**config.mk**
```make
export PLATFORM = sky130hd
export DESIGN_NAME = rcst_reset_seq
export DESIGN_NICKNAME = d
export VERILOG_FILES = /design/src/logic/rcst_pkg.sv /design/src/logic/rcst_reset_seq.sv
export SDC_FILE = /design/constraint.sdc
export NUM_CORES = 1
export LEC_CHECK = 0
export ABC_AREA = 1
export BUFFER_PORTS_ARGS = -buffer_cell sky130_fd_sc_hd__buf_2
export CAP_MARGIN = 15
export CORE_ASPECT_RATIO = 0.5
export CORE_MARGIN = 4
export CORE_UTILIZATION = 58
export DETAILED_ROUTE_END_ITERATION = 7
export PLACE_DENSITY = 0.87
export SETUP_SLACK_MARGIN = 0.15
export SYNTH_ARGS = -nofsm -noshare
export SYNTH_HDL_FRONTEND = slang
export SYNTH_SLANG_ARGS = --single-unit
```
**constraint.sdc**
```tcl
create_clock -name I_CLK_SYS -period 5.9 [get_ports I_CLK_SYS]
set_input_delay 0.295 -clock I_CLK_SYS [delete_from_list [all_inputs] [get_ports I_CLK_SYS]]
set_output_delay 0.295 -clock I_CLK_SYS [all_outputs]
set_load 0.05 [all_outputs]
```
**src/logic/rcst_pkg.sv**
```systemverilog
// Constants, register map and state types of the reset cause and start-up timer block
package rcst_pkg;

  // APB geometry: register index sits in paddr[7:2]
  localparam int APB_AW = 8;
  localparam int APB_DW = 32;
  localparam int IDX_LSB = 2;
  localparam int IDX_W = 6;

  // Register indexes; byte address is four times the index
  localparam logic [IDX_W-1:0] IDX_PCL = 6'h02;
  localparam logic [IDX_W-1:0] IDX_STATUS = 6'h03;
  localparam logic [IDX_W-1:0] IDX_FSR = 6'h04;
  localparam logic [IDX_W-1:0] IDX_OPTION = 6'h10;
  localparam logic [IDX_W-1:0] IDX_PIN_DIRECTION_REGISTERS_A = 6'h11;
  localparam logic [IDX_W-1:0] IDX_PIN_DIRECTION_REGISTERS_B = 6'h12;
  localparam logic [IDX_W-1:0] IDX_PIN_DIRECTION_REGISTERS_C = 6'h13;
  localparam logic [IDX_W-1:0] IDX_CTRL = 6'h14;
  localparam logic [IDX_W-1:0] IDX_IRQ_STAT = 6'h15;
  localparam logic [IDX_W-1:0] IDX_IRQ_MASK = 6'h16;

  // Status layout
  localparam int STAT_TO_BIT = 4;
  localparam int STAT_PD_BIT = 3;
  localparam int STAT_PAGE_LSB = 5;
  localparam int STAT_PAGE_W = 3;
  localparam int STAT_ARITH_W = 3;
  localparam logic [7:0] STATUS_POR_VAL = 8'h18;

  // Reset values of forced registers
  localparam logic [7:0] PCL_RST_VAL = 8'hFF;
  localparam logic [7:0] PIN_DIRECTION_REGISTERS_RST_VAL = 8'hFF;
  localparam logic [5:0] OPTION_RST_VAL = 6'h3F;
  localparam logic [7:0] FSR_POR_VAL = 8'hFF;
  localparam int NUM_PIN_DIRECTION_REGISTERS = 3;

  // Control register bits
  localparam int CTRL_SLEEP_BIT = 0;
  localparam int CTRL_RC_MODE_BIT = 1;
  localparam int CTRL_W = 2;

  // Interrupt event bits
  localparam int IRQ_POR = 0;
  localparam int IRQ_MASTER_CLEAR_PIN_RST = 1;
  localparam int IRQ_MASTER_CLEAR_PIN_WAKE = 2;
  localparam int IRQ_WDT_RST = 3;
  localparam int IRQ_WDT_WAKE = 4;
  localparam int IRQ_STARTUP_DONE = 5;
  localparam int IRQ_W = 6;

  // Start-up delay in microseconds and default start-up oscillator rate
  localparam int STARTUP_DELAY_US = 18000;
  localparam int DRT_OSC_KHZ_DEF = 1000;
  localparam int DRT_TICKS_DEF = STARTUP_DELAY_US * DRT_OSC_KHZ_DEF / 1000;
  localparam int CNT_W = 20;

  // Clock output divider
  localparam int CLKOUT_DIV = 4;
  localparam int DIV_W = 2;

  typedef enum logic [1:0] {
    ST_WAIT_MASTER_CLEAR_PIN,
    ST_TIMING,
    ST_RUN
  } rcst_phase_t;

  typedef struct packed {
    logic psel;
    logic penable;
    logic pwrite;
    logic [APB_AW-1:0] paddr;
    logic [APB_DW-1:0] pwdata;
  } rcst_apb_req_t;

  typedef struct packed {
    logic [1:0] master_clear_pin_sync;
    logic [1:0] osc_sync;
    logic osc_prev;
    logic por_seen;
    rcst_phase_t phase;
    logic [CNT_W-1:0] count;
    logic chip_rst;
    logic [7:0] status;
    logic [7:0] program_counter_low;
    logic [7:0] indirect_pointer;
    logic [5:0] option;
    logic [NUM_PIN_DIRECTION_REGISTERS-1:0][7:0] pin_direction_registers;
    logic [CTRL_W-1:0] ctrl;
    logic [IRQ_W-1:0] irq_stat;
    logic [IRQ_W-1:0] irq_mask;
    logic irq;
    logic [DIV_W-1:0] div_cnt;
    logic clkout;
    logic pready;
    logic pslverr;
    logic [APB_DW-1:0] prdata;
  } rcst_state_t;

endpackage : rcst_pkg

```
**src/logic/rcst_reset_seq.sv**
```systemverilog
// Reset cause tracking, start-up timer and reset-state registers behind an APB slave
`timescale 1ns/1ns

// Contract
// RULE1: Five reset causes are taken: power-on, master-clear running, master-clear wake, watchdog running, watchdog wake.
// RULE2: A master-clear or watchdog wake-up from sleep does a full reset instead of resuming.
// RULE3: Timeout and powerdown flags sit at status bits 4 and 3, both active low, readable by software.
// RULE4: Power-on sets both flags, master-clear while running keeps both, watchdog while running gives 0 and 1.
// RULE5: Master-clear wake gives timeout 1 and powerdown 0; watchdog wake clears both.
// RULE6: Status loads 0001 1xxx on power-on and 000q quuu on other resets.
// RULE7: Every reset forces the pin direction registers and program counter low to ones and option to six ones.
// RULE8: Working, timer, port and general file registers are not initialised and keep contents across resets.
// RULE9: With a five-bit indirect pointer the unused pointer bits read as ones after any reset.
// RULE10: Power-up sets the reset latch, asserting chip reset, and clears the start-up count.
// RULE11: The start-up timer counts only with master-clear high and releases chip reset after 18 ms.
// RULE12: No internal reset is made when supply voltage falls.
// RULE13: The outside party holds master-clear low until operating conditions are met.
// RULE14: In RC oscillator mode the clock output pin carries the oscillator divided by 4.
// RULE15: The start-up timer runs from its own RC oscillator and the core stays in reset while it runs.
// RULE16: A watchdog timeout restarts the start-up timer as well.
// RULE17: While master-clear is low chip reset is held and the count kept cleared, restarting on release.
module rcst_reset_seq #(
  parameter int DRT_TICKS = rcst_pkg::DRT_TICKS_DEF,
  parameter int PTR_WIDTH = 5
) (
  input wire logic I_CLK_SYS,
  input wire logic I_RST,
  input wire logic I_MASTER_CLEAR_PIN_N,
  input wire logic I_DRT_OSC,
  input wire logic I_WDT_TIMEOUT,
  input wire logic I_PSEL,
  input wire logic I_PENABLE,
  input wire logic I_PWRITE,
  input wire logic [rcst_pkg::APB_AW-1:0] I_PADDR,
  input wire logic [rcst_pkg::APB_DW-1:0] I_PWDATA,
  output logic [rcst_pkg::APB_DW-1:0] O_PRDATA,
  output logic O_PREADY,
  output logic O_PSLVERR,
  output logic O_CHIP_RST,
  output logic O_SLEEP,
  output logic O_CLKOUT,
  output logic O_IRQ,
  output logic [7:0] O_STATUS,
  output logic [7:0] O_PCL,
  output logic [7:0] O_FSR,
  output logic [5:0] O_OPTION,
  output logic [rcst_pkg::NUM_PIN_DIRECTION_REGISTERS*8-1:0] O_PIN_DIRECTION_REGISTERS
);

  localparam logic [rcst_pkg::CNT_W-1:0] TICKS_LAST = rcst_pkg::CNT_W'(DRT_TICKS - 1);
  // Unimplemented pointer bits read as ones
  localparam logic [7:0] FSR_ONES = 8'(~((1 << PTR_WIDTH) - 1));
  localparam logic [rcst_pkg::DIV_W-1:0] DIV_LAST = rcst_pkg::DIV_W'(rcst_pkg::CLKOUT_DIV - 1);
  localparam logic [rcst_pkg::DIV_W-1:0] DIV_HALF = rcst_pkg::DIV_W'(rcst_pkg::CLKOUT_DIV / 2);

  rcst_pkg::rcst_state_t s;
  rcst_pkg::rcst_state_t next_s;
  rcst_pkg::rcst_apb_req_t req;

  assign req.psel = I_PSEL;
  assign req.penable = I_PENABLE;
  assign req.pwrite = I_PWRITE;
  assign req.paddr = I_PADDR;
  assign req.pwdata = I_PWDATA;

  logic master_clear_pin_low;
  logic osc_tick;
  logic sleeping;
  logic master_clear_pin_evt;
  logic wdt_evt;
  logic startup_done;
  logic access;
  logic do_write;
  logic idx_ok;
  logic [rcst_pkg::IDX_W-1:0] idx;
  logic [rcst_pkg::IRQ_W-1:0] events;
  logic [rcst_pkg::APB_DW-1:0] rd_word;

  always_comb begin
    next_s = s;

    // Level and edge views of the synchronised pins
    master_clear_pin_low = !s.master_clear_pin_sync[1];
    osc_tick = s.osc_sync[1] && !s.osc_prev;
    sleeping = s.ctrl[rcst_pkg::CTRL_SLEEP_BIT];
    next_s.master_clear_pin_sync = {s.master_clear_pin_sync[0], I_MASTER_CLEAR_PIN_N};
    next_s.osc_sync = {s.osc_sync[0], I_DRT_OSC};
    next_s.osc_prev = s.osc_sync[1];
    next_s.por_seen = 1'b1;

    // RULE1 master-clear cause detect
    master_clear_pin_evt = master_clear_pin_low && (s.phase != rcst_pkg::ST_WAIT_MASTER_CLEAR_PIN);
    // RULE1 watchdog cause detect
    wdt_evt = I_WDT_TIMEOUT && !master_clear_pin_low && (s.phase == rcst_pkg::ST_RUN);
    startup_done = 1'b0;

    // RULE17 master-clear holds reset
    if (master_clear_pin_low) begin
      next_s.phase = rcst_pkg::ST_WAIT_MASTER_CLEAR_PIN;
      next_s.count = '0;
    end else begin
      case (s.phase)
        // RULE11 count starts on high
        rcst_pkg::ST_WAIT_MASTER_CLEAR_PIN: begin
          next_s.phase = rcst_pkg::ST_TIMING;
          next_s.count = '0;
        end
        // RULE15 own oscillator ticks
        rcst_pkg::ST_TIMING: begin
          if (osc_tick) begin
            if (s.count >= TICKS_LAST) begin
              next_s.phase = rcst_pkg::ST_RUN;
              next_s.count = '0;
              startup_done = 1'b1;
            end else begin
              next_s.count = s.count + 1'b1;
            end
          end
        end
        rcst_pkg::ST_RUN: begin
          // RULE16 watchdog restarts timer
          if (wdt_evt) begin
            next_s.phase = rcst_pkg::ST_TIMING;
            next_s.count = '0;
          end
        end
        default: begin
          next_s.phase = rcst_pkg::ST_WAIT_MASTER_CLEAR_PIN;
          next_s.count = '0;
        end
      endcase
    end

    // RULE15 core held while timing
    next_s.chip_rst = (next_s.phase != rcst_pkg::ST_RUN);

    // APB: one wait state, then pready for one cycle
    idx = req.paddr[rcst_pkg::IDX_LSB +: rcst_pkg::IDX_W];
    access = req.psel && req.penable;
    do_write = access && s.pready && req.pwrite;
    idx_ok = 1'b1;
    rd_word = '0;
    case (idx)
      rcst_pkg::IDX_PCL: rd_word[7:0] = s.program_counter_low;
      // RULE3 flags readable
      rcst_pkg::IDX_STATUS: rd_word[7:0] = s.status;
      rcst_pkg::IDX_FSR: rd_word[7:0] = s.indirect_pointer;
      rcst_pkg::IDX_OPTION: rd_word[5:0] = s.option;
      rcst_pkg::IDX_PIN_DIRECTION_REGISTERS_A: rd_word[7:0] = s.pin_direction_registers[0];
      rcst_pkg::IDX_PIN_DIRECTION_REGISTERS_B: rd_word[7:0] = s.pin_direction_registers[1];
      rcst_pkg::IDX_PIN_DIRECTION_REGISTERS_C: rd_word[7:0] = s.pin_direction_registers[2];
      rcst_pkg::IDX_CTRL: rd_word[rcst_pkg::CTRL_W-1:0] = s.ctrl;
      rcst_pkg::IDX_IRQ_STAT: rd_word[rcst_pkg::IRQ_W-1:0] = s.irq_stat;
      rcst_pkg::IDX_IRQ_MASK: rd_word[rcst_pkg::IRQ_W-1:0] = s.irq_mask;
      default: idx_ok = 1'b0;
    endcase
    if (access && !s.pready) begin
      next_s.pready = 1'b1;
      next_s.pslverr = !idx_ok;
      next_s.prdata = req.pwrite ? '0 : rd_word;
    end else begin
      next_s.pready = 1'b0;
      next_s.pslverr = 1'b0;
    end

    // Software writes; cause flags are not writable
    if (do_write && idx_ok) begin
      case (idx)
        rcst_pkg::IDX_PCL: next_s.program_counter_low = req.pwdata[7:0];
        rcst_pkg::IDX_STATUS: begin
          next_s.status[rcst_pkg::STAT_PAGE_LSB +: rcst_pkg::STAT_PAGE_W] =
            req.pwdata[rcst_pkg::STAT_PAGE_LSB +: rcst_pkg::STAT_PAGE_W];
          next_s.status[rcst_pkg::STAT_ARITH_W-1:0] = req.pwdata[rcst_pkg::STAT_ARITH_W-1:0];
        end
        rcst_pkg::IDX_FSR: next_s.indirect_pointer = req.pwdata[7:0] | FSR_ONES;
        rcst_pkg::IDX_OPTION: next_s.option = req.pwdata[5:0];
        rcst_pkg::IDX_PIN_DIRECTION_REGISTERS_A: next_s.pin_direction_registers[0] = req.pwdata[7:0];
        rcst_pkg::IDX_PIN_DIRECTION_REGISTERS_B: next_s.pin_direction_registers[1] = req.pwdata[7:0];
        rcst_pkg::IDX_PIN_DIRECTION_REGISTERS_C: next_s.pin_direction_registers[2] = req.pwdata[7:0];
        rcst_pkg::IDX_CTRL: next_s.ctrl = req.pwdata[rcst_pkg::CTRL_W-1:0];
        rcst_pkg::IDX_IRQ_MASK: next_s.irq_mask = req.pwdata[rcst_pkg::IRQ_W-1:0];
        default: next_s.ctrl = next_s.ctrl;
      endcase
    end

    // Reset state wins over a write landing in the same cycle
    if (next_s.chip_rst) begin
      // RULE6 page bits cleared
      next_s.status[rcst_pkg::STAT_PAGE_LSB +: rcst_pkg::STAT_PAGE_W] = '0;
      // RULE7 forced to ones
      next_s.program_counter_low = rcst_pkg::PCL_RST_VAL;
      next_s.option = rcst_pkg::OPTION_RST_VAL;
      next_s.pin_direction_registers = {rcst_pkg::NUM_PIN_DIRECTION_REGISTERS{rcst_pkg::PIN_DIRECTION_REGISTERS_RST_VAL}};
      // RULE9 unused pointer bits ones
      next_s.indirect_pointer = s.indirect_pointer | FSR_ONES;
      // RULE2 wake is a full reset
      next_s.ctrl[rcst_pkg::CTRL_SLEEP_BIT] = 1'b0;
    end
    // RULE8 arithmetic flags left untouched on warm resets

    // RULE4 master-clear running keeps flags
    // RULE5 master-clear wake gives 1 and 0
    if (master_clear_pin_evt && sleeping) begin
      next_s.status[rcst_pkg::STAT_TO_BIT] = 1'b1;
      next_s.status[rcst_pkg::STAT_PD_BIT] = 1'b0;
    end
    // RULE4 watchdog running gives 0 and 1
    // RULE5 watchdog wake clears both
    if (wdt_evt) begin
      next_s.status[rcst_pkg::STAT_TO_BIT] = 1'b0;
      next_s.status[rcst_pkg::STAT_PD_BIT] = !sleeping;
    end

    // Sticky events; a new event beats a write-one clear
    events = '0;
    events[rcst_pkg::IRQ_POR] = !s.por_seen;
    events[rcst_pkg::IRQ_MASTER_CLEAR_PIN_RST] = master_clear_pin_evt && !sleeping;
    events[rcst_pkg::IRQ_MASTER_CLEAR_PIN_WAKE] = master_clear_pin_evt && sleeping;
    events[rcst_pkg::IRQ_WDT_RST] = wdt_evt && !sleeping;
    events[rcst_pkg::IRQ_WDT_WAKE] = wdt_evt && sleeping;
    events[rcst_pkg::IRQ_STARTUP_DONE] = startup_done;
    if (do_write && (idx == rcst_pkg::IDX_IRQ_STAT)) begin
      next_s.irq_stat = s.irq_stat & ~req.pwdata[rcst_pkg::IRQ_W-1:0];
    end
    next_s.irq_stat = next_s.irq_stat | events;
    next_s.irq = |(next_s.irq_stat & next_s.irq_mask);

    // RULE14 divide by four in RC mode
    if (s.ctrl[rcst_pkg::CTRL_RC_MODE_BIT]) begin
      next_s.div_cnt = (s.div_cnt == DIV_LAST) ? '0 : s.div_cnt + 1'b1;
      next_s.clkout = (next_s.div_cnt >= DIV_HALF);
    end else begin
      next_s.div_cnt = '0;
      next_s.clkout = 1'b0;
    end
  end

  // Only I_RST is a power-on source; a falling supply makes none here
  always_ff @(posedge I_CLK_SYS or posedge I_RST) begin
    if (I_RST) begin
      // RULE10 latch set, count cleared
      s <= '0;
      s.phase <= rcst_pkg::ST_WAIT_MASTER_CLEAR_PIN;
      s.chip_rst <= 1'b1;
      // RULE6 power-on status value
      s.status <= rcst_pkg::STATUS_POR_VAL;
      s.program_counter_low <= rcst_pkg::PCL_RST_VAL;
      s.indirect_pointer <= rcst_pkg::FSR_POR_VAL;
      s.option <= rcst_pkg::OPTION_RST_VAL;
      s.pin_direction_registers <= {rcst_pkg::NUM_PIN_DIRECTION_REGISTERS{rcst_pkg::PIN_DIRECTION_REGISTERS_RST_VAL}};
    end else begin
      // RULE12 no supply-fall reset path
      s <= next_s;
    end
  end

  assign O_PRDATA = s.prdata;
  assign O_PREADY = s.pready;
  assign O_PSLVERR = s.pslverr;
  assign O_CHIP_RST = s.chip_rst;
  assign O_SLEEP = s.ctrl[rcst_pkg::CTRL_SLEEP_BIT];
  assign O_CLKOUT = s.clkout;
  assign O_IRQ = s.irq;
  assign O_STATUS = s.status;
  assign O_PCL = s.program_counter_low;
  assign O_FSR = s.indirect_pointer;
  assign O_OPTION = s.option;
  assign O_PIN_DIRECTION_REGISTERS = s.pin_direction_registers;

endmodule : rcst_reset_seq

```
==> impl_metrics.tcl, run 1 <==
set metrics [dict create \
    floorplan.core_area_um2 9700 \
    drc 0 \
    num_antenna_cells 0 \
    worst-slew-pin-transition_ns 0.997 \
    number_of_buffers_inserted_to_repair_setup_after_cts 0 \
    first_pass_iteration_count_of_the_detailed_router 5 \
    synth-edff-count 0 \
    report.final.hold_viol_count 0 \
    worst-path-stages 11 \
    async_reset_ff_share_pct 100 \
    sequential_cell_area_fraction_in_the_yosys_report_pct 46.7 \
    unrepaired_setup_endpoints_after_global_routing "no" \
    timing.clock.skew_ns 0.00930 \
    setup_tns_ns 0 \
    crit_chain "ha_1 > nand3_1 > nand3_1 > nand2_1 > nand2_1 > nand2_1 > nand2_1 > nand3_1 > nand2_2 > inv_1 > or3_1" \
    die_w_um 151 \
    drt.antenna.violating_nets 0 \
    final_min_period_over_clock_period_pct 42.4 \
    critical_path.reg2reg.startpoint "s[107]" \
    pre_cts_slack_ns 3.33 \
    netlist_area_um2 5910 \
    grt_antenna_before_repair 0 \
    critical_path.most_common_cell "sky130_fd_sc_hd__nand2_1" \
    cts_htree_levels 3 \
    track_usage_pct 23.8 \
    run_status "finished, final reports clean" \
    maxSlewHeadroom_pct 33.5 \
    ys_seq_elements 108 \
    maxCapViolations 0 \
    syn_inst 706 \
    routed_wire_length_per_instance_um 15.4 \
    finalSetupViolCount 0 \
    r2r_slack_ns 3.40 \
    hold_depth 1 \
    cellPowerDensity_nw_per_um2 232 \
    detail_route.vias_per_cell 5.28 \
    fp-row-count 25 \
    io_buffer_count 89 \
    final.setup.worst_slack_ns 3.40 \
    first_iter_violations 473 \
    yosysWarnings 0 \
    gpl.final_weighted_congestion 0.913 \
    first_global_vias 4382 \
    hold_class "input pin to flop" \
    syn-mean-instance-area_um2 8.37 \
    cpPeakStageDelay_ns 0.53 \
    path_max_fanout 25 \
    critical_path.slowest_cell "sky130_fd_sc_hd__nand2_2" \
    finalWorstPathRequiredPeriod_ns 2.50 \
    layout-area-overhead-vs-synth_pct 4.68 \
    critical_path_arrival_ns 2.77 \
    die_h_um 79.4 \
    maximum_clock_path_buffer_count 2 \
    p_leak_nw 3.25 \
    fillerInstances 832 \
    worst-endpoint-required_ns 6.18 \
    synth_top_flop_cell "sky130_fd_sc_hd__dfrtp_1" \
    remaining_global_route_overflow 0 \
    clk_pin_slew_ns 0.07 \
    wire_length_of_the_first_global_routing_pass_mm 22.2 \
    rr_endpoint "O_FSR[6]" \
    clkSinkCount 108 \
    die_area_um2 12000 \
    setup.worst_path.end_class "flop" \
    crit_family "simple AND/OR/NAND/NOR gates" \
    drv_slew 0 \
    clock_latency_on_the_worst_skew_pair_ns 0.35 \
    post_layout_net_count 786 \
    synth.lib_cells_used.distinct 44 \
    worst_r2r_path_depth 11 \
    vdd_drop_max_uv 144 \
    tritoncts_clock_tree "yes" \
    routed-via-count 4629 \
    floorplan.initialDensity_pct 61.0 \
    boundaryPins 140 \
    layout-drive-gt1-share_pct 26.9 \
    hpwlAfterDp_mm 9.91 \
    wl_mm 13.5 \
    max_clock_freq_mhz 400 \
    cts_made_buffers 9 \
    cts_root_buf "sky130_fd_sc_hd__clkbuf_16" \
    hp-start "I_DRT_OSC" \
    worstHoldEndpoint "next_s[132]" \
    timing.setup.critical_path_class "flop to flop" \
    path_buf_inv 1 \
    cp-start-kind "flop" \
    grt_max_degree 83 \
]
[layout by cell type (no fill, tap or decap), types with 5 or more instances in the layout]
cell                        netlist  layout
sky130_fd_sc_hd__nand2_2         11      11
sky130_fd_sc_hd__nor2_2           8       8
sky130_fd_sc_hd__nand3_1         47      47
sky130_fd_sc_hd__a21oi_1         19      19
sky130_fd_sc_hd__a22oi_1          5       5
sky130_fd_sc_hd__nand2_1        154     154
sky130_fd_sc_hd__clkbuf_16        0       9
sky130_fd_sc_hd__dfrtp_1         61      61
sky130_fd_sc_hd__nor2_1          64      64
sky130_fd_sc_hd__o21ai_0         35      35
sky130_fd_sc_hd__o21ai_1         23      23
sky130_fd_sc_hd__nand4_1          5       5
sky130_fd_sc_hd__o22ai_1          7       7
sky130_fd_sc_hd__nand2_4         12      12
sky130_fd_sc_hd__inv_1           67      66
sky130_fd_sc_hd__dfstp_2         47      47
sky130_fd_sc_hd__buf_2            1      89
sky130_fd_sc_hd__conb_1           2      25
[layer usage]
layer	GRT usage, %	share of wire (%)
met1	32.2	42
met2	38.4	47
met3	5.39	8.4
met4	7.96	2.2
met5	0	0
[through the flow]
stage | utilization, % | instances | total power [mW] | area (um^2) | hold WS (ns)
floorplan | - | 729 | 0.856 | 6000 | 0.326
global placement | 60.8 | 859 | 0.866 | 5890 | 0.283
detailed placement | 60.8 | 859 | 0.867 | 5890 | 0.288
CTS | 63.8 | 876 | 1.45 | 6190 | 0.0428
global route | 63.8 | 876 | 1.48 | 6190 | 0.0434
finish | 63.8 | 876 | 1.44 | 6190 | 0.0516
[worst reg2reg max path, cell delays in order (launching register included)]
cell	delay [ns]
sky130_fd_sc_hd__dfrtp_1	0.39
sky130_fd_sc_hd__ha_1	0.20
sky130_fd_sc_hd__nand3_1	0.14
sky130_fd_sc_hd__nand3_1	0.10
sky130_fd_sc_hd__nand2_1	0.05
sky130_fd_sc_hd__nand2_1	0.05
sky130_fd_sc_hd__nand2_1	0.05
sky130_fd_sc_hd__nand2_1	0.07
sky130_fd_sc_hd__nand3_1	0.12
sky130_fd_sc_hd__nand2_2	0.53
sky130_fd_sc_hd__inv_1	0.35
sky130_fd_sc_hd__or3_1	0.38
[worst max-delay path by stage]
stage / end / start
6_report: O_FSR[6] / s[107]
5_1_grt: O_FSR[6] / s[107]
4_1_cts: O_FSR[6] / s[107]
3_5_place_dp: O_PIN_DIRECTION_REGISTERS[19] / I_PADDR[7]
3_3_place_gp: O_PIN_DIRECTION_REGISTERS[2] / I_PADDR[7]
2_1_floorplan: O_CLKOUT / I_RST
[report_power, final]
part | total [mW] | switching [mW] | internal [mW] | leakage (nW)
combinational | 0.106 | 0.0891 | 0.0168 | 1.81
sequential | 0.750 | 0.00289 | 0.747 | 1.30
clock | 0.580 | 0.270 | 0.310 | 0.142
total | 1.44 | 0.362 | 1.07 | 3.25
[final cells by class]
| class | instances | area (um^2) | area share [%] |
|---|---|---|---|
| clock inverter | 5 | 33.8 | 0.546 |
| clock buffer | 11 | 253 | 4.08 |
| multi-input combinational | 453 | 2230 | 36.0 |
| timing repair buffer | 91 | 463 | 7.48 |
| inverter | 73 | 282 | 4.55 |
| tap | 135 | 169 | 2.73 |
| sequential | 108 | 2760 | 44.6 |
[sequential cells by signal (all words and copies together) (netlist names)]
signal	flops
O_STATUS	8
O_PIN_DIRECTION_REGISTERS	24
O_CLKOUT	1
O_CHIP_RST	1
O_PCL	8
O_PREADY	1
O_PRDATA	8
s	39
next_s	3
O_PSLVERR	1
O_OPTION	6
O_FSR	6
O_SLEEP	1
O_IRQ	1
[synthesized netlist by cell type (5+ instances only)]
cell type | count | area (um^2)
sky130_fd_sc_hd__dfstp_2 | 47 | 1230
sky130_fd_sc_hd__dfrtp_1 | 61 | 1530
sky130_fd_sc_hd__a21oi_1 | 19 | 95.1
sky130_fd_sc_hd__inv_1 | 67 | 251
sky130_fd_sc_hd__nor2_2 | 8 | 50.1
sky130_fd_sc_hd__nand2_2 | 11 | 68.8
sky130_fd_sc_hd__nand2_1 | 154 | 578
sky130_fd_sc_hd__o21ai_0 | 35 | 175
sky130_fd_sc_hd__a22oi_1 | 5 | 37.5
sky130_fd_sc_hd__buf_4 | 87 | 653
sky130_fd_sc_hd__o22ai_1 | 7 | 43.8
sky130_fd_sc_hd__o21ai_1 | 23 | 115
sky130_fd_sc_hd__nor2_1 | 64 | 240
sky130_fd_sc_hd__nand3_1 | 47 | 235
sky130_fd_sc_hd__nand4_1 | 5 | 31.3
sky130_fd_sc_hd__nand2_4 | 12 | 135
[logic make-up (layout without fill, tap and decap cells)]
family | after synthesis | count (layout) | synth area share (%)
other | 2 | 25 | 0.127
AND/OR/NAND/NOR | 317 | 317 | 24.9
XOR/XNOR | 6 | 6 | 0.889
flip-flops | 108 | 108 | 46.7
buffers and inverters | 168 | 180 | 17.1
AO/OA/AOI/OAI | 103 | 103 | 9.88
adder cells (fa/ha/maj) | 2 | 2 | 0.423
[timing repair]
item,CTS,global route
endpoints found under the hold margin,26,0
gates resized for setup,0,0
hold buffers,1,0
(Power assumes the default switching activity.)
==> inputs of run 2 (changes only) <==
--- a/config.mk
+++ b/config.mk
@@ -5,14 +5,14 @@
 export SDC_FILE = /design/constraint.sdc
 export NUM_CORES = 1
 export LEC_CHECK = 0
-export ABC_AREA = 1
+export ABC_AREA = 0
 export BUFFER_PORTS_ARGS = -buffer_cell sky130_fd_sc_hd__buf_2
 export CAP_MARGIN = 15
 export CORE_ASPECT_RATIO = 0.5
 export CORE_MARGIN = 4
-export CORE_UTILIZATION = 58
+export CORE_UTILIZATION = 54
 export DETAILED_ROUTE_END_ITERATION = 7
-export PLACE_DENSITY = 0.87
+export PLACE_DENSITY = 0.82
 export SETUP_SLACK_MARGIN = 0.15
 export SYNTH_ARGS = -nofsm -noshare
 export SYNTH_HDL_FRONTEND = slang
==> constraint.sdc (replaced) <==
create_clock -name I_CLK_SYS -period 2.5 [get_ports I_CLK_SYS]
set_input_delay 0.125 -clock I_CLK_SYS [delete_from_list [all_inputs] [get_ports I_CLK_SYS]]
set_output_delay 0.125 -clock I_CLK_SYS [all_outputs]
set_load 0.05 [all_outputs]
==> run 2 against run 1 <==
  * Total power up 140%
  * Clock power up 140%
  * Sequential cell count unchanged
  * Via count down 1.8%
  * Worst hold slack worse by 0.016 ns
  * Synthesized cell count down 15%
  * Count of clock-buffer cells in the layout up 1
  * Routed wire length up 8.8%
  * Sequential share of layout area down 0.75 points
  * Clock skew up 0.0068 ns
  * Core utilization down 3.9 points
  * Critical endpoint is now O_OPTION[3]
  * Largest cell class unchanged
  * Highest routed layer unchanged
==> impl_metrics.tcl, run 2 <==
set metrics [dict create \
    hp-start "I_PWDATA[7]" \
    worst_r2r_path_depth 7 \
    pre_cts_slack_ns 0.350 \
    synth.top_cells.by_count "sky130_fd_sc_hd__buf_4 (92), sky130_fd_sc_hd__dfrtp_1 (61), sky130_fd_sc_hd__dfstp_2 (47), sky130_fd_sc_hd__nand2_1 (42), sky130_fd_sc_hd__nand3_1 (39)" \
    post_layout_net_count 666 \
    worstHoldEndpoint "O_PCL[7]" \
    cts_htree_levels 3 \
    crit_family "compound AO/OA/AOI/OAI gates" \
    rr_endpoint "O_OPTION[3]" \
    number_of_buffers_inserted_to_repair_setup_after_cts 0 \
    drc 0 \
    clock_latency_on_the_worst_skew_pair_ns 0.36 \
    max_reg_flops 39 \
    report.final.hold_viol_count 0 \
    netlist_area_um2 6000 \
    layout-area-overhead-vs-synth_pct 4.97 \
    maxCapViolations 0 \
    worst-path-stages 7 \
    drt.antenna.violating_nets 0 \
    finalWorstPathRequiredPeriod_ns 2.17 \
    synth.lib_cells_used.distinct 64 \
    remaining_global_route_overflow 0 \
    total_switching_power_uw 871 \
    grt_max_degree 109 \
    timing.setup.critical_path_class "flop to flop" \
    cellPowerDensity_nw_per_um2 551 \
    worst-slew-pin-transition_ns 0.792 \
    layout-drive-gt1-share_pct 31.6 \
    syn_inst 600 \
    tritoncts_clock_tree "yes" \
    maximum_clock_path_buffer_count 2 \
    die_h_um 82.5 \
    setup_tns_ns 0 \
    vdd_drop_max_uv 302 \
    grt_antenna_before_repair 0 \
    drv_slew 0 \
    io_buffer_count 89 \
    die_w_um 157 \
    boundaryPins 140 \
    synth.top_cells.by_area "sky130_fd_sc_hd__dfrtp_1 (25%), sky130_fd_sc_hd__dfstp_2 (21%), sky130_fd_sc_hd__buf_4 (12%)" \
    first_global_vias 4429 \
    first_iter_violations 405 \
    cts_made_buffers 9 \
    pwr-share-clk_pct 41.0 \
    layout.cells.most_common "sky130_fd_sc_hd__buf_2" \
    total_power_mw 3.47 \
    hold_class "input pin to flop" \
    yosysTopAreaCell "sky130_fd_sc_hd__dfrtp_1" \
    ys_seq_elements 108 \
    worst-endpoint-required_ns 2.76 \
    yosysWarnings 0 \
    die_area_um2 13000 \
    setup.worst_path.end_class "flop" \
    yosys.area.top_type_share_pct 25.5 \
    fillerInstances 889 \
    clkSinkCount 108 \
    sequential_cell_area_fraction_in_the_yosys_report_pct 46.0 \
    p_leak_nw 2.84 \
    registers.top_by_ff_count "s" \
    first_pass_iteration_count_of_the_detailed_router 5 \
    critical_path.slowest_cell "sky130_fd_sc_hd__a211oi_2" \
    final_min_period_over_clock_period_pct 86.7 \
    synth_top_flop_cell "sky130_fd_sc_hd__dfrtp_1" \
    timing.clock.skew_ns 0.0161 \
    fp-row-count 26 \
    num_antenna_cells 0 \
    critical_path_arrival_ns 2.42 \
    detail_route.vias_per_cell 5.97 \
    power.share.switching_pct 25.1 \
    path_buf_inv 1 \
    share_seq_of_total_power_pct 51.0 \
    hold_depth 3 \
    cp-start-kind "flop" \
    path_max_fanout 33 \
    cpPeakStageDelay_ns 0.45 \
    finalSetupViolCount 0 \
    maxSlewHeadroom_pct 47.1 \
    floorplan.core_area_um2 10500 \
    max_clock_freq_mhz 462 \
    crit_chain "ha_1 > nand3_1 > a211oi_2 > o21ai_1 > a21boi_2 > buf_4 > o21ai_0" \
    async_reset_ff_share_pct 100 \
    library_cell_with_the_highest_instance_count_after_synthesis "sky130_fd_sc_hd__buf_4" \
    cts_root_buf "sky130_fd_sc_hd__clkbuf_16" \
    routed-via-count 4546 \
    comb_power_share_pct 8.0 \
    track_usage_pct 23.5 \
    critical_path.reg2reg.startpoint "s[108]" \
    routed_wire_length_per_instance_um 19.3 \
    run_status "finished, final reports clean" \
    wl_mm 14.7 \
    floorplan.initialDensity_pct 57.1 \
    unrepaired_setup_endpoints_after_global_routing "yes" \
    hpwlAfterDp_mm 10.3 \
    layout.cells.most_common_list "sky130_fd_sc_hd__buf_2 (89), sky130_fd_sc_hd__dfrtp_1 (61), sky130_fd_sc_hd__dfstp_2 (47)" \
    clk_pin_slew_ns 0.08 \
    wire_length_of_the_first_global_routing_pass_mm 23.5 \
    gpl.final_weighted_congestion 0.940 \
    syn-mean-instance-area_um2 10.0 \
    synth-edff-count 0 \
    cell_internal_pwr_mw 2.60 \
    final.setup.worst_slack_ns 0.334 \
    r2r_slack_ns 0.33 \
]
[run 2: cell count changes after synthesis, moves of 15 or more]
cell	change
sky130_fd_sc_hd__and3_1	+27
sky130_fd_sc_hd__buf_2	+17
sky130_fd_sc_hd__inv_1	-60
sky130_fd_sc_hd__mux2_2	+17
sky130_fd_sc_hd__mux2i_1	+16
sky130_fd_sc_hd__nand2_1	-112
sky130_fd_sc_hd__nor2_1	-34
sky130_fd_sc_hd__nor2b_1	+15
sky130_fd_sc_hd__o21ai_1	-21
[run 2: worst max-delay path by stage]
| stage | startpoint | end | slack [ns] |
|---|---|---|---|
| 5_1_grt | s[107] | O_OPTION[3] | 0.12 |
| 3_5_place_dp | I_PADDR[3] | O_PIN_DIRECTION_REGISTERS[9] | 0.35 |
| 3_3_place_gp | s[118] | s[114] | 0.41 |
| 6_report | s[108] | O_OPTION[3] | 0.33 |
| 4_1_cts | s[118] | s[114] | 0.33 |
| 2_1_floorplan | O_PREADY | O_PCL[0] | 0.56 |
[run 2: what timing repair did]
| action | CTS | global route |
|---|---|---|
| setup endpoints to repair | 0 | 1 |
| hold endpoints to repair | 63 | 0 |
| hold buffers | 3 | 0 |
| gates resized for setup | 0 | 1 |
[run 2: final cells by class]
class,instances,area [um^2],share of cell area [%]
clock buffer,12,236,3.76
timing repair buffer,105,586,9.30
sequential,108,2760,43.9
tap,140,175,2.78
inverter,7,30.0,0.477
multi-input combinational,385,2460,39.0
clock inverter,4,50.0,0.795
[run 2: per-layer routing]
metal	GRT usage (%)	vias up	share of wire [%]
met5	0	-	0
met3	7.03	16	9.5
li1	-	2045	-
met2	38.5	224	47
met4	5.67	0	1.2
met1	31.3	2261	43
[run 2: tightest hold or removal path, cell delays in order]
cell and delay [ns]:
sky130_fd_sc_hd__buf_2 0.13, sky130_fd_sc_hd__nand3_1 0.07, sky130_fd_sc_hd__nand3_1 0.07
[run 2: power by group through the flow]
stage	clock network [mW]	logic [mW]	registers, mW
finish	1.42	0.279	1.77
global route	1.53	0.301	1.77
CTS	1.43	0.276	1.77
detailed placement	0	0.272	1.80
global placement	0	0.268	1.80
floorplan	0	0.231	1.80
[run 2: per-stage QoR]
| step | hold WS [ns] | area, um^2 | util, % | std cells |
|---|---|---|---|---|
| after floorplan | 0.156 | 6090 | - | 623 |
| after global placement | 0.234 | 5970 | 56.8 | 742 |
| after detailed placement | 0.234 | 5970 | 56.8 | 742 |
| after CTS | 0.0344 | 6290 | 59.8 | 761 |
| after global routing | 0.0381 | 6290 | 59.9 | 761 |
| final | 0.0357 | 6290 | 59.9 | 761 |
[run 2: cells by family after synthesis]
family | Yosys count | synth area share [%]
other | 2 | 0.125
buffers and inverters | 130 | 14.5
XOR/XNOR | 4 | 0.584
AO/OA/AOI/OAI | 115 | 13.0
AND/OR/NAND/NOR | 206 | 19.4
adder cells (fa/ha/maj) | 2 | 0.417
multiplexers | 33 | 5.86
flip-flops | 108 | 46.0
==> inputs of run 3 (changes only) <==
--- a/config.mk
+++ b/config.mk
@@ -10,9 +10,9 @@
 export CAP_MARGIN = 15
 export CORE_ASPECT_RATIO = 0.5
 export CORE_MARGIN = 4
-export CORE_UTILIZATION = 54
+export CORE_UTILIZATION = 40
 export DETAILED_ROUTE_END_ITERATION = 7
-export PLACE_DENSITY = 0.82
+export PLACE_DENSITY = 0.64
 export SETUP_SLACK_MARGIN = 0.15
 export SYNTH_ARGS = -nofsm -noshare
 export SYNTH_HDL_FRONTEND = slang
==> run 3 against run 2 <==
  * Clock skew fell by 0.0078 ns
  * Sequential share of layout area down 0.78 points
  * Critical path depth decreased by 1
==> impl_metrics.tcl, run 3 (synthesis gave the netlist of run 2 again) <==
set metrics [dict create \
    run_status "finished, final reports clean" \
    critical_path_arrival_ns 2.38 \
    layout-drive-gt1-share_pct 32.3 \
    final_area_um2 6410 \
    pre_cts_slack_ns 0.278 \
    max_clock_freq_mhz 475 \
    use_met3_pct 4.42 \
    unrepaired_setup_endpoints_after_global_routing "no" \
    cp-startpoint "s[108]" \
    total_power_mw 3.40 \
    io_buffer_count 89 \
    routed_wire_length_per_instance_um 17.8 \
    maximum_clock_path_buffer_count 2 \
    registers.top_by_ff_count "s" \
    clk_pin_slew_ns 0.07 \
    boundaryPins 140 \
    layout.core_utilization_pct 43.9 \
    dpl.cell_count 804 \
    fp-row-count 31 \
    report.final.hold_viol_count 0 \
    max_reg_flops 39 \
    hold_class "input pin to flop" \
    post_cts_sizing_count 0 \
    timing.setup.critical_path_class "flop to flop" \
    remaining_global_route_overflow 0 \
    grt.busiest_layer "met2" \
    timing.clock.skew_ns 0.00829 \
    wl_mm 14.7 \
    vdd_drop_max_uv 340 \
    grt_antenna_before_repair 1 \
    routed-via-count 4341 \
    cpPeakStageDelay_ns 0.40 \
    grt_use_met2_pct 26.0 \
    cts_root_buf "sky130_fd_sc_hd__clkbuf_16" \
    met1_usage_pct 24.5 \
    layout.cells.most_common_list "sky130_fd_sc_hd__buf_2 (89), sky130_fd_sc_hd__dfrtp_1 (61), sky130_fd_sc_hd__dfstp_2 (47)" \
    detailed_place.area_um2 6100 \
    fillerInstances 1413 \
    drt.antenna.violating_nets 0 \
    maxCapViolations 0 \
    critical_path.reg2reg.startpoint "s[108]" \
    die_w_um 181 \
    finalWorstPathRequiredPeriod_ns 2.10 \
    setup_tns_ns 0 \
    post_layout_net_count 670 \
    finalSetupViolCount 0 \
    worst-endpoint-required_ns 2.77 \
    first_iter_violations 344 \
    cp-start-kind "flop" \
    layout.cells.most_common "sky130_fd_sc_hd__buf_2" \
    finish.cell_count_without_fillers 823 \
    layout-area-overhead-vs-synth_pct 6.86 \
    p_leak_nw 2.86 \
    hpwlAfterDp_mm 10.7 \
    hp-start "I_PWDATA[6]" \
    track_usage_pct 17.1 \
    clkSinkCount 108 \
    first_global_vias 4164 \
    die_h_um 94.6 \
    setup.worst_path.end_class "flop" \
    floorplan.initialDensity_pct 41.1 \
    detail_route.vias_per_cell 5.27 \
    gpl.final_weighted_congestion 0.870 \
    grt_max_degree 44 \
    cellPowerDensity_nw_per_um2 531 \
    worst-slew-pin-transition_ns 0.914 \
    wire_length_of_the_first_global_routing_pass_mm 23.3 \
    path_max_fanout 5 \
    crit_chain "ha_1 > nand3_1 > a211oi_2 > o21ai_1 > a21oi_2 > mux2_2" \
    die_area_um2 17100 \
    first_pass_iteration_count_of_the_detailed_router 5 \
    cts_made_buffers 9 \
    crit_family "compound AO/OA/AOI/OAI gates" \
    num_antenna_cells 0 \
    final_min_period_over_clock_period_pct 84.2 \
    tritoncts_clock_tree "yes" \
    clock_latency_on_the_worst_skew_pair_ns 0.35 \
    maxSlewHeadroom_pct 38.9 \
    path_buf_inv 0 \
    cts_htree_levels 3 \
    drc 0 \
    final.setup.worst_slack_ns 0.395 \
    floorplan.core_area_um2 14600 \
    critical_path.slowest_cell "sky130_fd_sc_hd__a211oi_2" \
    whs_ns 0.0424 \
    drv_slew 0 \
]
run 3: worst paths after layout:
path / endpoint / slack (ns) / cells after the start
setup / recovery: O_FSR[0] / 0.40 / 6
hold / removal: O_PIN_DIRECTION_REGISTERS[6] / 0.04 / 3
setup reg to reg: O_FSR[0] / 0.40 / 6
hold reg to reg: s[134] / 0.35 / 0
max in group asynchronous: O_FSR[3] / 1.21 / 4
min in group asynchronous: s[113] / 0.52 / 3
run 3: tightest hold or removal path: stages:
cell and delay (ns):
sky130_fd_sc_hd__buf_2 0.13, sky130_fd_sc_hd__nand3_1 0.07, sky130_fd_sc_hd__nand3_1 0.07
run 3: report_power, final:
group          switching (mW)  internal (mW)  total, mW
registers             0.00934           1.76       1.77
clock network           0.667          0.688       1.35
logic                   0.217         0.0609      0.278
run 3: timing repair:
item,4_1_cts,5_1_grt
hold buffers,3,0
setup buffers,0,0
endpoints found under the hold margin,31,0
run 3: routing by layer:
| layer | up-vias | wire, um |
|---|---|---|
| met5 | - | 14 |
| met4 | 2 | 229 |
| met3 | 21 | 889 |
| met2 | 141 | 6520 |
| met1 | 2121 | 7030 |
| li1 | 2056 | - |
run 3: final cells by class:
| cell class | instances | area [um^2] | share of cell area, % |
|---|---|---|---|
| Inverter | 7 | 30.0 | 0.469 |
| Multi-Input combinational cell | 385 | 2450 | 38.2 |
| Clock inverter | 6 | 50.0 | 0.781 |
| Sequential cell | 108 | 2760 | 43.1 |
| Timing Repair Buffer | 109 | 641 | 10.0 |
| Tap cell | 198 | 248 | 3.87 |
| Clock buffer | 10 | 229 | 3.57 |
